<file path="src/rtl/jbd_pkg.sv">
package jbd_pkg;
    // Opcodes
    localparam logic [7:0] OP_ABS = 8'hc3;
    localparam logic [7:0] OP_ABS_CC_MASK = 8'hc7;
    localparam logic [7:0] OP_ABS_CC = 8'hc2;
    localparam logic [7:0] OP_REL = 8'h18;
    localparam logic [7:0] OP_REL_C = 8'h38;
    localparam logic [7:0] OP_REL_NC = 8'h30;
    localparam logic [7:0] OP_REL_Z = 8'h28;
    localparam logic [7:0] OP_REL_NZ = 8'h20;
    localparam logic [7:0] OP_LOOP = 8'h10;
    localparam logic [7:0] OP_IND = 8'he9;
    localparam logic [7:0] PFX_IX1 = 8'hdd;
    localparam logic [7:0] PFX_IX2 = 8'hfd;
    // Condition field position
    localparam int CC_LSB = 3;
    // Condition codes
    localparam logic [2:0] CC_NZ = 3'h0;
    localparam logic [2:0] CC_Z = 3'h1;
    localparam logic [2:0] CC_NC = 3'h2;
    localparam logic [2:0] CC_C = 3'h3;
    localparam logic [2:0] CC_PO = 3'h4;
    localparam logic [2:0] CC_PE = 3'h5;
    localparam logic [2:0] CC_P = 3'h6;
    localparam logic [2:0] CC_M = 3'h7;
    // Flag bit positions
    localparam int F_C = 0;
    localparam int F_PV = 2;
    localparam int F_Z = 6;
    localparam int F_S = 7;
    // T-state counts
    localparam logic [4:0] T_ABS = 5'h0a;
    localparam logic [4:0] T_REL_NT = 5'h07;
    localparam logic [4:0] T_REL_TK = 5'h0c;
    localparam logic [4:0] T_LOOP_NT = 5'h08;
    localparam logic [4:0] T_LOOP_TK = 5'h0d;
    localparam logic [4:0] T_IND = 5'h04;
    localparam logic [4:0] T_IND_IX = 5'h08;
    // Machine cycle counts
    localparam logic [2:0] M_ONE = 3'h1;
    localparam logic [2:0] M_TWO = 3'h2;
    localparam logic [2:0] M_THREE = 3'h3;
    // Lengths in bytes
    localparam logic [15:0] LEN_ONE = 16'h0001;
    localparam logic [15:0] LEN_TWO = 16'h0002;
    localparam logic [15:0] LEN_THREE = 16'h0003;
    localparam logic [7:0] ONE_B = 8'h01;
    localparam logic [15:0] PC_RST = 16'h0000;
    localparam logic [7:0] B_RST = 8'h00;
endpackage

</file>
<file path="src/rtl/jbd_cond_eval.sv">
`timescale 1ns/1ns
`default_nettype none
module jbd_cond_eval
(
    // Condition and flags
    input wire logic [2:0] cc,
    input wire logic [7:0] flags,
    // Result
    output logic cond_true
);
    always_comb
    begin
        unique case (cc)
            jbd_pkg::CC_NZ: cond_true = !flags[jbd_pkg::F_Z];
            jbd_pkg::CC_Z: cond_true = flags[jbd_pkg::F_Z];
            jbd_pkg::CC_NC: cond_true = !flags[jbd_pkg::F_C];
            jbd_pkg::CC_C: cond_true = flags[jbd_pkg::F_C];
            jbd_pkg::CC_PO: cond_true = !flags[jbd_pkg::F_PV];
            jbd_pkg::CC_PE: cond_true = flags[jbd_pkg::F_PV];
            jbd_pkg::CC_P: cond_true = !flags[jbd_pkg::F_S];
            jbd_pkg::CC_M: cond_true = flags[jbd_pkg::F_S];
        endcase
    end
endmodule // jbd_cond_eval
`default_nettype wire

</file>
<file path="src/rtl/jbd_top.sv">
// Behaviour
// - True condition loads two-byte target; 3 bytes, 3 M, 10 T.
// - False condition continues after 3 bytes; eight condition codes.
// - Relative on carry: 7 T fall through, 12 T branch when set.
// - Relative on no carry: branches when carry clear, same counts.
// - Relative on zero: branches when zero set, 12 T; else 7 T.
// - Relative on non-zero: branches when zero clear.
// - Loop decrements counter; zero falls through 8 T, else branch 13 T.
// - Displacement byte plus two, added to opcode address; -126 to +129.
`timescale 1ns/1ns
`default_nettype none
module jbd_top
(
    // Clock and reset
    input wire logic clk,
    input wire logic nrst,
    // Instruction bytes
    input wire logic exec,
    input wire logic [7:0] op0,
    input wire logic [7:0] op1,
    input wire logic [7:0] op2,
    // Register file view
    input wire logic [15:0] pc_in,
    input wire logic [7:0] b_in,
    input wire logic [7:0] flags_in,
    input wire logic [15:0] pointer_pair,
    input wire logic [15:0] first_index_register,
    input wire logic [15:0] second_index_register,
    // Results
    output logic done_ff,
    output logic known_ff,
    output logic taken_ff,
    output logic [15:0] pc_ff,
    output logic [7:0] b_ff,
    output logic [7:0] flags_ff,
    output logic [2:0] mcyc_ff,
    output logic [4:0] tst_ff
);
    logic cond_true;
    logic [7:0] dec_b;
    logic [15:0] rel_tgt;
    logic [15:0] nxt_pc;
    logic [7:0] nxt_b;
    logic [2:0] nxt_mcyc;
    logic [4:0] nxt_tst;
    logic nxt_taken;
    logic nxt_known;

    jbd_cond_eval u_cond
    (
        .cc(op0[jbd_pkg::CC_LSB +: 3]),
        .flags(flags_in),
        .cond_true(cond_true)
    );

    assign dec_b = b_in - jbd_pkg::ONE_B;
    // Offset applies from the byte after the two-byte instruction
    assign rel_tgt = pc_in + jbd_pkg::LEN_TWO
        + {{8{op1[7]}}, op1};

    function automatic logic rel_cond(input logic [7:0] op,
        input logic [7:0] f);
        begin
            rel_cond = 1'b0;
            if (op == jbd_pkg::OP_REL)
                rel_cond = 1'b1;
            else if (op == jbd_pkg::OP_REL_C)
                rel_cond = f[jbd_pkg::F_C];
            else if (op == jbd_pkg::OP_REL_NC)
                rel_cond = !f[jbd_pkg::F_C];
            else if (op == jbd_pkg::OP_REL_Z)
                rel_cond = f[jbd_pkg::F_Z];
            else if (op == jbd_pkg::OP_REL_NZ)
                rel_cond = !f[jbd_pkg::F_Z];
        end
    endfunction

    function automatic logic is_rel(input logic [7:0] op);
        begin
            is_rel = (op == jbd_pkg::OP_REL) || (op == jbd_pkg::OP_REL_C)
                || (op == jbd_pkg::OP_REL_NC) || (op == jbd_pkg::OP_REL_Z)
                || (op == jbd_pkg::OP_REL_NZ);
        end
    endfunction

    // Decode and execute
    always_comb
    begin
        nxt_pc = pc_in;
        nxt_b = b_in;
        nxt_mcyc = jbd_pkg::M_ONE;
        nxt_tst = jbd_pkg::T_IND;
        nxt_taken = 1'b0;
        nxt_known = 1'b1;
        if (op0 == jbd_pkg::OP_ABS)
        begin
            nxt_pc = {op2, op1};
            nxt_taken = 1'b1;
            nxt_mcyc = jbd_pkg::M_THREE;
            nxt_tst = jbd_pkg::T_ABS;
        end
        else if ((op0 & jbd_pkg::OP_ABS_CC_MASK) == jbd_pkg::OP_ABS_CC)
        begin
            nxt_taken = cond_true;
            nxt_pc = cond_true ? {op2, op1}
                : pc_in + jbd_pkg::LEN_THREE;
            nxt_mcyc = jbd_pkg::M_THREE;
            nxt_tst = jbd_pkg::T_ABS;
        end
        else if (is_rel(op0))
        begin
            nxt_taken = rel_cond(op0, flags_in);
            nxt_pc = nxt_taken ? rel_tgt : pc_in + jbd_pkg::LEN_TWO;
            nxt_mcyc = nxt_taken ? jbd_pkg::M_THREE : jbd_pkg::M_TWO;
            nxt_tst = nxt_taken ? jbd_pkg::T_REL_TK
                : jbd_pkg::T_REL_NT;
        end
        else if (op0 == jbd_pkg::OP_LOOP)
        begin
            nxt_b = dec_b;
            nxt_taken = (dec_b != jbd_pkg::B_RST);
            nxt_pc = nxt_taken ? rel_tgt : pc_in + jbd_pkg::LEN_TWO;
            nxt_mcyc = nxt_taken ? jbd_pkg::M_THREE : jbd_pkg::M_TWO;
            nxt_tst = nxt_taken ? jbd_pkg::T_LOOP_TK
                : jbd_pkg::T_LOOP_NT;
        end
        else if (op0 == jbd_pkg::OP_IND)
        begin
            nxt_pc = pointer_pair;
            nxt_taken = 1'b1;
        end
        else if ((op0 == jbd_pkg::PFX_IX1 || op0 == jbd_pkg::PFX_IX2)
            && op1 == jbd_pkg::OP_IND)
        begin
            nxt_pc = (op0 == jbd_pkg::PFX_IX1) ? first_index_register
                : second_index_register;
            nxt_taken = 1'b1;
            nxt_mcyc = jbd_pkg::M_TWO;
            nxt_tst = jbd_pkg::T_IND_IX;
        end
        else
        begin
            nxt_known = 1'b0;
        end
    end

    // Result registers
    always_ff @(posedge clk)
    begin
        if (!nrst)
        begin
            done_ff <= 1'b0;
            known_ff <= 1'b0;
            taken_ff <= 1'b0;
            pc_ff <= jbd_pkg::PC_RST;
            b_ff <= jbd_pkg::B_RST;
            mcyc_ff <= jbd_pkg::M_ONE;
            tst_ff <= jbd_pkg::T_IND;
        end
        else
        begin
            done_ff <= exec;
            if (exec)
            begin
                known_ff <= nxt_known;
                taken_ff <= nxt_taken;
                pc_ff <= nxt_pc;
                b_ff <= nxt_b;
                mcyc_ff <= nxt_mcyc;
                tst_ff <= nxt_tst;
            end
        end
    end

    // Flags pass through untouched
    always_ff @(posedge clk)
    begin
        if (!nrst)
            flags_ff <= jbd_pkg::B_RST;
        else if (exec)
            flags_ff <= flags_in;
    end

    property p_flags_kept;
        @(posedge clk) disable iff (!nrst)
        exec |=> flags_ff == $past(flags_in);
    endproperty
    a_flags_kept: assert property (p_flags_kept)
        else $error("flags changed");

    property p_abs_cc;
        @(posedge clk) disable iff (!nrst)
        exec && (op0 & jbd_pkg::OP_ABS_CC_MASK) == jbd_pkg::OP_ABS_CC
        && cond_true |=> pc_ff == {$past(op2), $past(op1)}
        && tst_ff == jbd_pkg::T_ABS;
    endproperty
    a_abs_cc: assert property (p_abs_cc)
        else $error("cond jump target wrong");

    property p_abs_nt;
        @(posedge clk) disable iff (!nrst)
        exec && (op0 & jbd_pkg::OP_ABS_CC_MASK) == jbd_pkg::OP_ABS_CC
        && !cond_true |=> pc_ff == $past(pc_in) + jbd_pkg::LEN_THREE
        && !taken_ff;
    endproperty
    a_abs_nt: assert property (p_abs_nt)
        else $error("cond jump fallthrough wrong");

    property p_rel_c;
        @(posedge clk) disable iff (!nrst)
        exec && op0 == jbd_pkg::OP_REL_C |=>
        tst_ff == ($past(flags_in[jbd_pkg::F_C]) ? jbd_pkg::T_REL_TK
        : jbd_pkg::T_REL_NT);
    endproperty
    a_rel_c: assert property (p_rel_c)
        else $error("carry branch timing wrong");

    property p_rel_nc;
        @(posedge clk) disable iff (!nrst)
        exec && op0 == jbd_pkg::OP_REL_NC |=>
        taken_ff == !$past(flags_in[jbd_pkg::F_C]);
    endproperty
    a_rel_nc: assert property (p_rel_nc)
        else $error("no carry branch wrong");

    property p_rel_z;
        @(posedge clk) disable iff (!nrst)
        exec && op0 == jbd_pkg::OP_REL_Z |=>
        taken_ff == $past(flags_in[jbd_pkg::F_Z]);
    endproperty
    a_rel_z: assert property (p_rel_z)
        else $error("zero branch wrong");

    property p_rel_nz;
        @(posedge clk) disable iff (!nrst)
        exec && op0 == jbd_pkg::OP_REL_NZ && !flags_in[jbd_pkg::F_Z] |=>
        pc_ff == $past(pc_in) + jbd_pkg::LEN_TWO
        + {{8{$past(op1[7])}}, $past(op1)};
    endproperty
    a_rel_nz: assert property (p_rel_nz)
        else $error("non-zero branch target wrong");

    property p_loop;
        @(posedge clk) disable iff (!nrst)
        exec && op0 == jbd_pkg::OP_LOOP |=>
        b_ff == $past(b_in) - jbd_pkg::ONE_B
        && tst_ff == ((b_ff == jbd_pkg::B_RST) ? jbd_pkg::T_LOOP_NT
        : jbd_pkg::T_LOOP_TK);
    endproperty
    a_loop: assert property (p_loop)
        else $error("loop instruction wrong");

    property p_ind;
        @(posedge clk) disable iff (!nrst)
        exec && op0 == jbd_pkg::OP_IND |=> pc_ff == $past(pointer_pair)
        && tst_ff == jbd_pkg::T_IND;
    endproperty
    a_ind: assert property (p_ind)
        else $error("indirect jump wrong");
endmodule // jbd_top
`default_nettype wire

</file>
<file path="config.mk">
export PLATFORM = sky130hd
export DESIGN_NAME = jbd_top
export DESIGN_NICKNAME = d
export VERILOG_FILES = /design/src/rtl/jbd_pkg.sv /design/src/rtl/jbd_cond_eval.sv /design/src/rtl/jbd_top.sv
export SDC_FILE = /design/constraint.sdc
export NUM_CORES = 1
export LEC_CHECK = 0
export BUFFER_PORTS_ARGS = -buffer_cell sky130_fd_sc_hd__buf_2
export CAP_MARGIN = 20
export CELL_PAD_IN_SITES_DETAIL_PLACEMENT = 1
export CELL_PAD_IN_SITES_GLOBAL_PLACEMENT = 1
export CORE_ASPECT_RATIO = 0.7
export CORE_MARGIN = 3
export CORE_UTILIZATION = 39
export CTS_CLUSTER_DIAMETER = 50
export DETAILED_ROUTE_END_ITERATION = 10
export PLACE_DENSITY_LB_ADDON = 0.1
export SLEW_MARGIN = 0
export SYNTH_ARGS = -nofsm -noshare
export SYNTH_HDL_FRONTEND = slang
export SYNTH_SLANG_ARGS = --single-unit
</file>
<file path="constraint.sdc">
create_clock -name clk -period 4.1 [get_ports clk]
set_input_delay 0 -clock clk [delete_from_list [all_inputs] [get_ports clk]]
set_output_delay 0 -clock clk [all_outputs]
set_load 0.1 [all_outputs]
</file>
# Yosys cells after proc, flatten, opt, wreduce, memory -nomap -nowiden
# Cells that the tools add are included.
# Widths: inputs -> output; s select.
[op_classes] reduce_logical=12 muxes=49 add_sub_neg=4 eq_ne=19
[ops] operator="$mux 16" count=10
[ops] operator="$eq 8x8->1 const B" count=5
[ops] operator="$add 16x2->16 const B" count=2
[ops] operator="$eq 8x6->1 const B" count=4
[ops] operator="$mux 8" count=4
[ops] operator="$mux 4" count=7
[ops] operator="$mux 1" count=20
[ops] operator="$add 16x16->16" count=1
[ops] operator="$eq 8x5->1 const B" count=2
[ops] operator="$eq 3x3->1 const B" count=4
[ops] operator="$mux 2" count=6
[ops] operator="$pmux 1 s8" count=1
[ops] operator="$reduce_bool 8->1" count=1
[ops] operator="$sub 8x1->8 const B" count=1
[ops] operator="$eq 3x2->1 const B" count=2
[ops] operator="$eq 5x5->1 const B" count=1
[ops] operator="$logic_or 1x1->1" count=5
[ops] operator="$logic_not 1->1" count=4
[ops] operator="$eq 3x1->1 const B" count=1
[ops] operator="$logic_not 3->1" count=1
[ops] operator="$mux 3" count=1
[ops] operator="$logic_and 1x1->1" count=1
[word_totals] reg_bits=43 in_bits=107

# Longest topological paths before layout
[logic_depth] ltp_word=13 ltp_mapped=15 ltp_nobuf=13

# Modules after synthesis
# A second synthesis with hierarchy kept.
[hier_totals] hier_cells=538 area_unflattened_um2=4244.1
[by_module_without_submodules] module="jbd_top" cells_per_inst=536 instances=1 area_per_inst_um2=4212.8
[by_module_without_submodules] module="jbd_cond_eval" cells_per_inst=2 instances=1 area_per_inst_um2=31.3

# Least setup slack after synthesis
# OpenSTA, ideal clock, no wires.
[synth_path] path_kind="input port to flip-flop" startpoint="input port pc_in[3]" endpoint="register pc_ff[15]" slack_ns=1.483 cell_stages=13 required_ns=4.025 arrival_time_ns=2.542 path_buffers=1 cell_sequence="buf_2 and3_1 nand3_1 xnor2_1 ha_1 a211o_1 a221oi_1 a211oi_1 o21ai_0 o21ai_0 xnor2_1 nand2_1 a31oi_1"
[synth_between] elab_chain_cells=7
[synth_rtl] item="from (decl)" line="jbd_top.sv:23" rtl="input wire logic [15:0] pc_in,"
[synth_rtl] item="$add 16x2->16" line="jbd_top.sv:58, jbd_top.sv:113, jbd_top.sv:122"
[synth_rtl] item="$add 16x16->16" line="jbd_top.sv:59" rtl="+ {{8{op1[7]}}, op1};"
[synth_rtl] item="$mux 16" line="jbd_top.sv:122" rtl="nxt_pc = nxt_taken ? rel_tgt : pc_in + jbd_pkg::LEN_TWO;"
[synth_rtl] item="$mux 16" line="jbd_top.sv:118" rtl="else if (op0 == jbd_pkg::OP_LOOP)"
[synth_rtl] item="$mux 16" line="jbd_top.sv:110" rtl="else if (is_rel(op0))"
[synth_rtl] item="$mux 16 (*)" line="jbd_top.sv:102" rtl="else if ((op0 & jbd_pkg::OP_ABS_CC_MASK) == jbd_pkg::OP_ABS_CC)"
[synth_rtl] item="$mux 16 (*)" line="jbd_top.sv:95" rtl="if (op0 == jbd_pkg::OP_ABS)"
[synth_rtl] item="to (signal assigned)" line="jbd_top.sv:155" rtl="pc_ff <= jbd_pkg::PC_RST;"
[synth_rtl] item="to (signal assigned)" line="jbd_top.sv:167" rtl="pc_ff <= nxt_pc;"
[synth_rtl] item="to (decl)" line="jbd_top.sv:33" rtl="output logic [15:0] pc_ff,"
# Mark *: on every way between the ends. The rest lies on a longest branch, timed or not.
# A chain may end at the register's enable or synchronous reset.

# Final worst setup path
# Same ends and word-level chain as after synthesis.

==> impl_results.md <==
- Yosys reg bits: 41
- Crit-path slowest cell: a221oi_1
- Pins Over Slew Limit: 0
- Largest net degree at the start of global routing: 27
- Die width: between 100 and 150 um
- GP Congestion: a little under 1
- Fmax: roughly 340 MHz
- Hpwl dp: about 14 mm
- Vias in the first global route: approximately 5200
- Met2 usage: 46.8%
- Met1 Use GR: between 40% and 50%
- Combinational share of power: 43.6%
- Top FF cell, synth: dfxtp_1
- Buf+Inv Stages, Crit Path: 1
- Grt total ovfl: 0
- Cells after DPL: 854
- Status: finished, final reports clean
- DRC viols: 0
- Non-filler instance count after layout: about 870
- CP Capture Type: flip-flop
- Net Sw Power: between 600 and 700 uW
- Setup violators final: 0
- RSZ-0062 raised after global routing: false
- Startpoint types: primary input
- Top Ports: 150
- Clock power share: roughly 27%
- Site Rows: 31
- Crit Path Max Fanout: 8
- Design Power: roughly 1.5 mW
- Share of cells above drive strength 1: ~25%
- H-tree depth: 2
- Leak: between 2 and 2.5 nW
- WL final: between 15 and 20 mm
- Die Ht: 94.5 um
- Share of the synthesized area in the top cell type: a little under a fifth
- CP required: approximately 4.3 ns
- Initial Util: roughly 41%
- Global Route met3 Usage: approximately 5.6%
- Area of the multi-input gates: around 3300 um2
- Layout Skew: 0 ns
- Fillers: roughly 1400
- Max-Cap Viols: 0
- Die ar.: 12500 um2
- Post-synth EDFFs: 0
- Ys Warns: 0
- Routed vias: 5204
- 1st-pass router iterations: 5
- Clk slew on worst S/H paths: approximately 0.060 ns
- Reg power frac: 29.5%
- Hold Crit Class: in2reg
- Fin crit period: between 2 and 3 ns
- Core Region: 10600 um2
- Antenna violations before repair: 0
- Avg Cell Area, Syn: 7.44 um2
- Final Hold Fails: 0
- CP peak stage delay: 0.38 ns
- Worst EP arrival: roughly 3.1 ns
- Layout area overhead: 23.6%
- Post CTS Setup Buffer Count: 0
- Fraction of the cycle the final worst path needs: a little over 70%
- Drt wl/cell: between 20 and 25 um
- Setup TNS: 0 ns
- Critical Path, Cell by Cell: buf_2 > and3_1 > nand3_1 > xnor2_1 > ha_1 > a211o_1 > a221oi_1 > a211oi_1 > o21ai_0 > o21ai_0 > xnor2_1 > nand2_1 > a31oi_1
- Num CTS Buffers: 5
- Post-synth top cells: nor2_1 (72), nand2_1 (48), a21oi_1 (42)
- Worst skew pair latency: about 0.29 ns
- Area leader, netlist: dfxtp_1
- ANT cells: 0
- CTS root buf: clkbuf_16
- Library cells used by synthesis: 71
- Via-to-Cell Ratio: 5.99
- Pin slew with the least headroom to its limit: approximately 1.0 ns
- Synth async-reset ratio: 0%
- Clock sink count: between 40 and 50
- Pwr Density: approximately 280 nW/um2
- WS Path Type: in2reg
- CTS tree: built
- GRT Resource Usage Total: 29.0%
- Max rail drop VDD: ~0.15 mV
- Most Used Layer, Global Route: met2
- Switching share of total power: between 40% and 50%
- First-pass GRT wire length: 28.7 mm
- Relative slew slack: approximately 30%
- ANT nets after route: 0
- Gate Count Post-Synth: a little under 600
- Most common cell in the netlist: nor2_1
- Reg area: approximately 800 um2
- Largest cells by area after synthesis: dfxtp_1 (19%), mux2i_1 (6.9%), ha_1 (6.6%)
- P_int: about 850 uW
- DR iter-0 viols: between 300 and 400
- IO Port Bufs: about 150
- Mapped cell area: 4370 um2
- Seq/Total Area, Yosys: a little under a fifth
- CP top delay family: compound AO/OA/AOI/OAI gates
- CTS max path bufs: 2
- Final Net Count: between 800 and 900
[per-layer routing]
layer	share of wire, %	vias up
li1	-	2420
met1	47	2519
met2	44	244
met3	8.5	21
met4	1.4	0
met5	0	-
[timing repair]
action                                  in CTS  in global routing
endpoints found under the setup margin       0                  0
hold buffers                                 7                  0
gates resized for setup                      0                  0
hold endpoints to repair                     7                  0
[through the flow]
step                hold slack, ns  instance area, um2  worst slack [ns]  utilization (%)
global placement             0.237                5180              1.06             48.8
floorplan                    0.138                4370              1.48                -
finish                     0.00370                5400              1.17             50.8
global route                0.0328                5400             0.920             50.8
detailed placement           0.248                5180             0.952             48.8
CTS                        0.00955                5400              1.25             50.8
[power groups by stage]
stage               sequential (mW)  combinational [mW]  clock, mW
finish                        0.439               0.647      0.400
detailed placement            0.447               0.633          0
global placement              0.446               0.621          0
global route                  0.441               0.690      0.422
CTS                           0.438               0.642      0.405
floorplan                     0.625               0.282          0
[layout make-up]
| cell class | count | share of cell area (%) |
|---|---|---|
| flip-flops and latches | 41 | 15.2 |
| multi-input cells | 497 | 61.8 |
| well taps | 148 | 3.43 |
| clock buffers | 5 | 2.32 |
| clock inverters | 3 | 0.325 |
| repair buffers | 161 | 15.9 |
| inverters | 14 | 0.974 |
[sequential cells by signal, summed over array words and instances (netlist names)]
register / count
pc_ff: 16
b_ff: 8
flags_ff: 8
tst_ff: 4
mcyc_ff: 2
done_ff: 1
known_ff: 1
taken_ff: 1
[layout by cell type (no fill, tap or decap), types with 6 or more instances in the layout]
cell,Yosys,routed
buf_2,9,147
nor2_1,72,72
nand2_1,48,48
a21oi_1,42,42
dfxtp_1,41,41
o21ai_0,37,37
mux2i_1,30,30
xnor2_1,29,29
nand3_1,23,23
ha_1,23,23
xor2_1,22,22
inv_1,14,14
a211oi_1,14,14
a221oi_1,12,12
and3_1,8,8
nand2b_1,8,8
o221ai_1,8,8
or2_2,7,7
a21o_1,7,7
nor3_1,8,7
dlygate4sd3_1,0,7
buf_4,3,7
o211ai_1,6,6
o21ai_1,6,6
[worst min-delay path: stages]
cell     delay, ns
buf_2         0.11
mux2i_1       0.07
nor2_1        0.08
[cell families (layout without fill, tap and decap cells)]
logic type	Yosys count	after routing	share of synthesized area, %
multiplexers	35	35	8.25
adder cells (fa/ha/maj)	24	24	7.05
AND/OR/NAND/NOR	209	209	23.9
AO/OA/AOI/OAI	176	176	26.7
other	1	2	0.0859
XOR/XNOR	51	51	10.2
buffers and inverters	50	183	4.98
flip-flops	41	41	18.8
[path summary, 6_finish.rpt]
path | start | end | slack (ns) | depth (start not counted)
setup reg to reg | pc_ff[13] | pc_ff[13] | 3.06 | 3
hold / removal | flags_in[0] | flags_ff[0] | 0.004 | 3
hold reg to reg | pc_ff[1] | pc_ff[1] | 0.46 | 2
setup / recovery | pc_in[3] | pc_ff[15] | 1.17 | 13
Power figures use the tool's default switching activity.
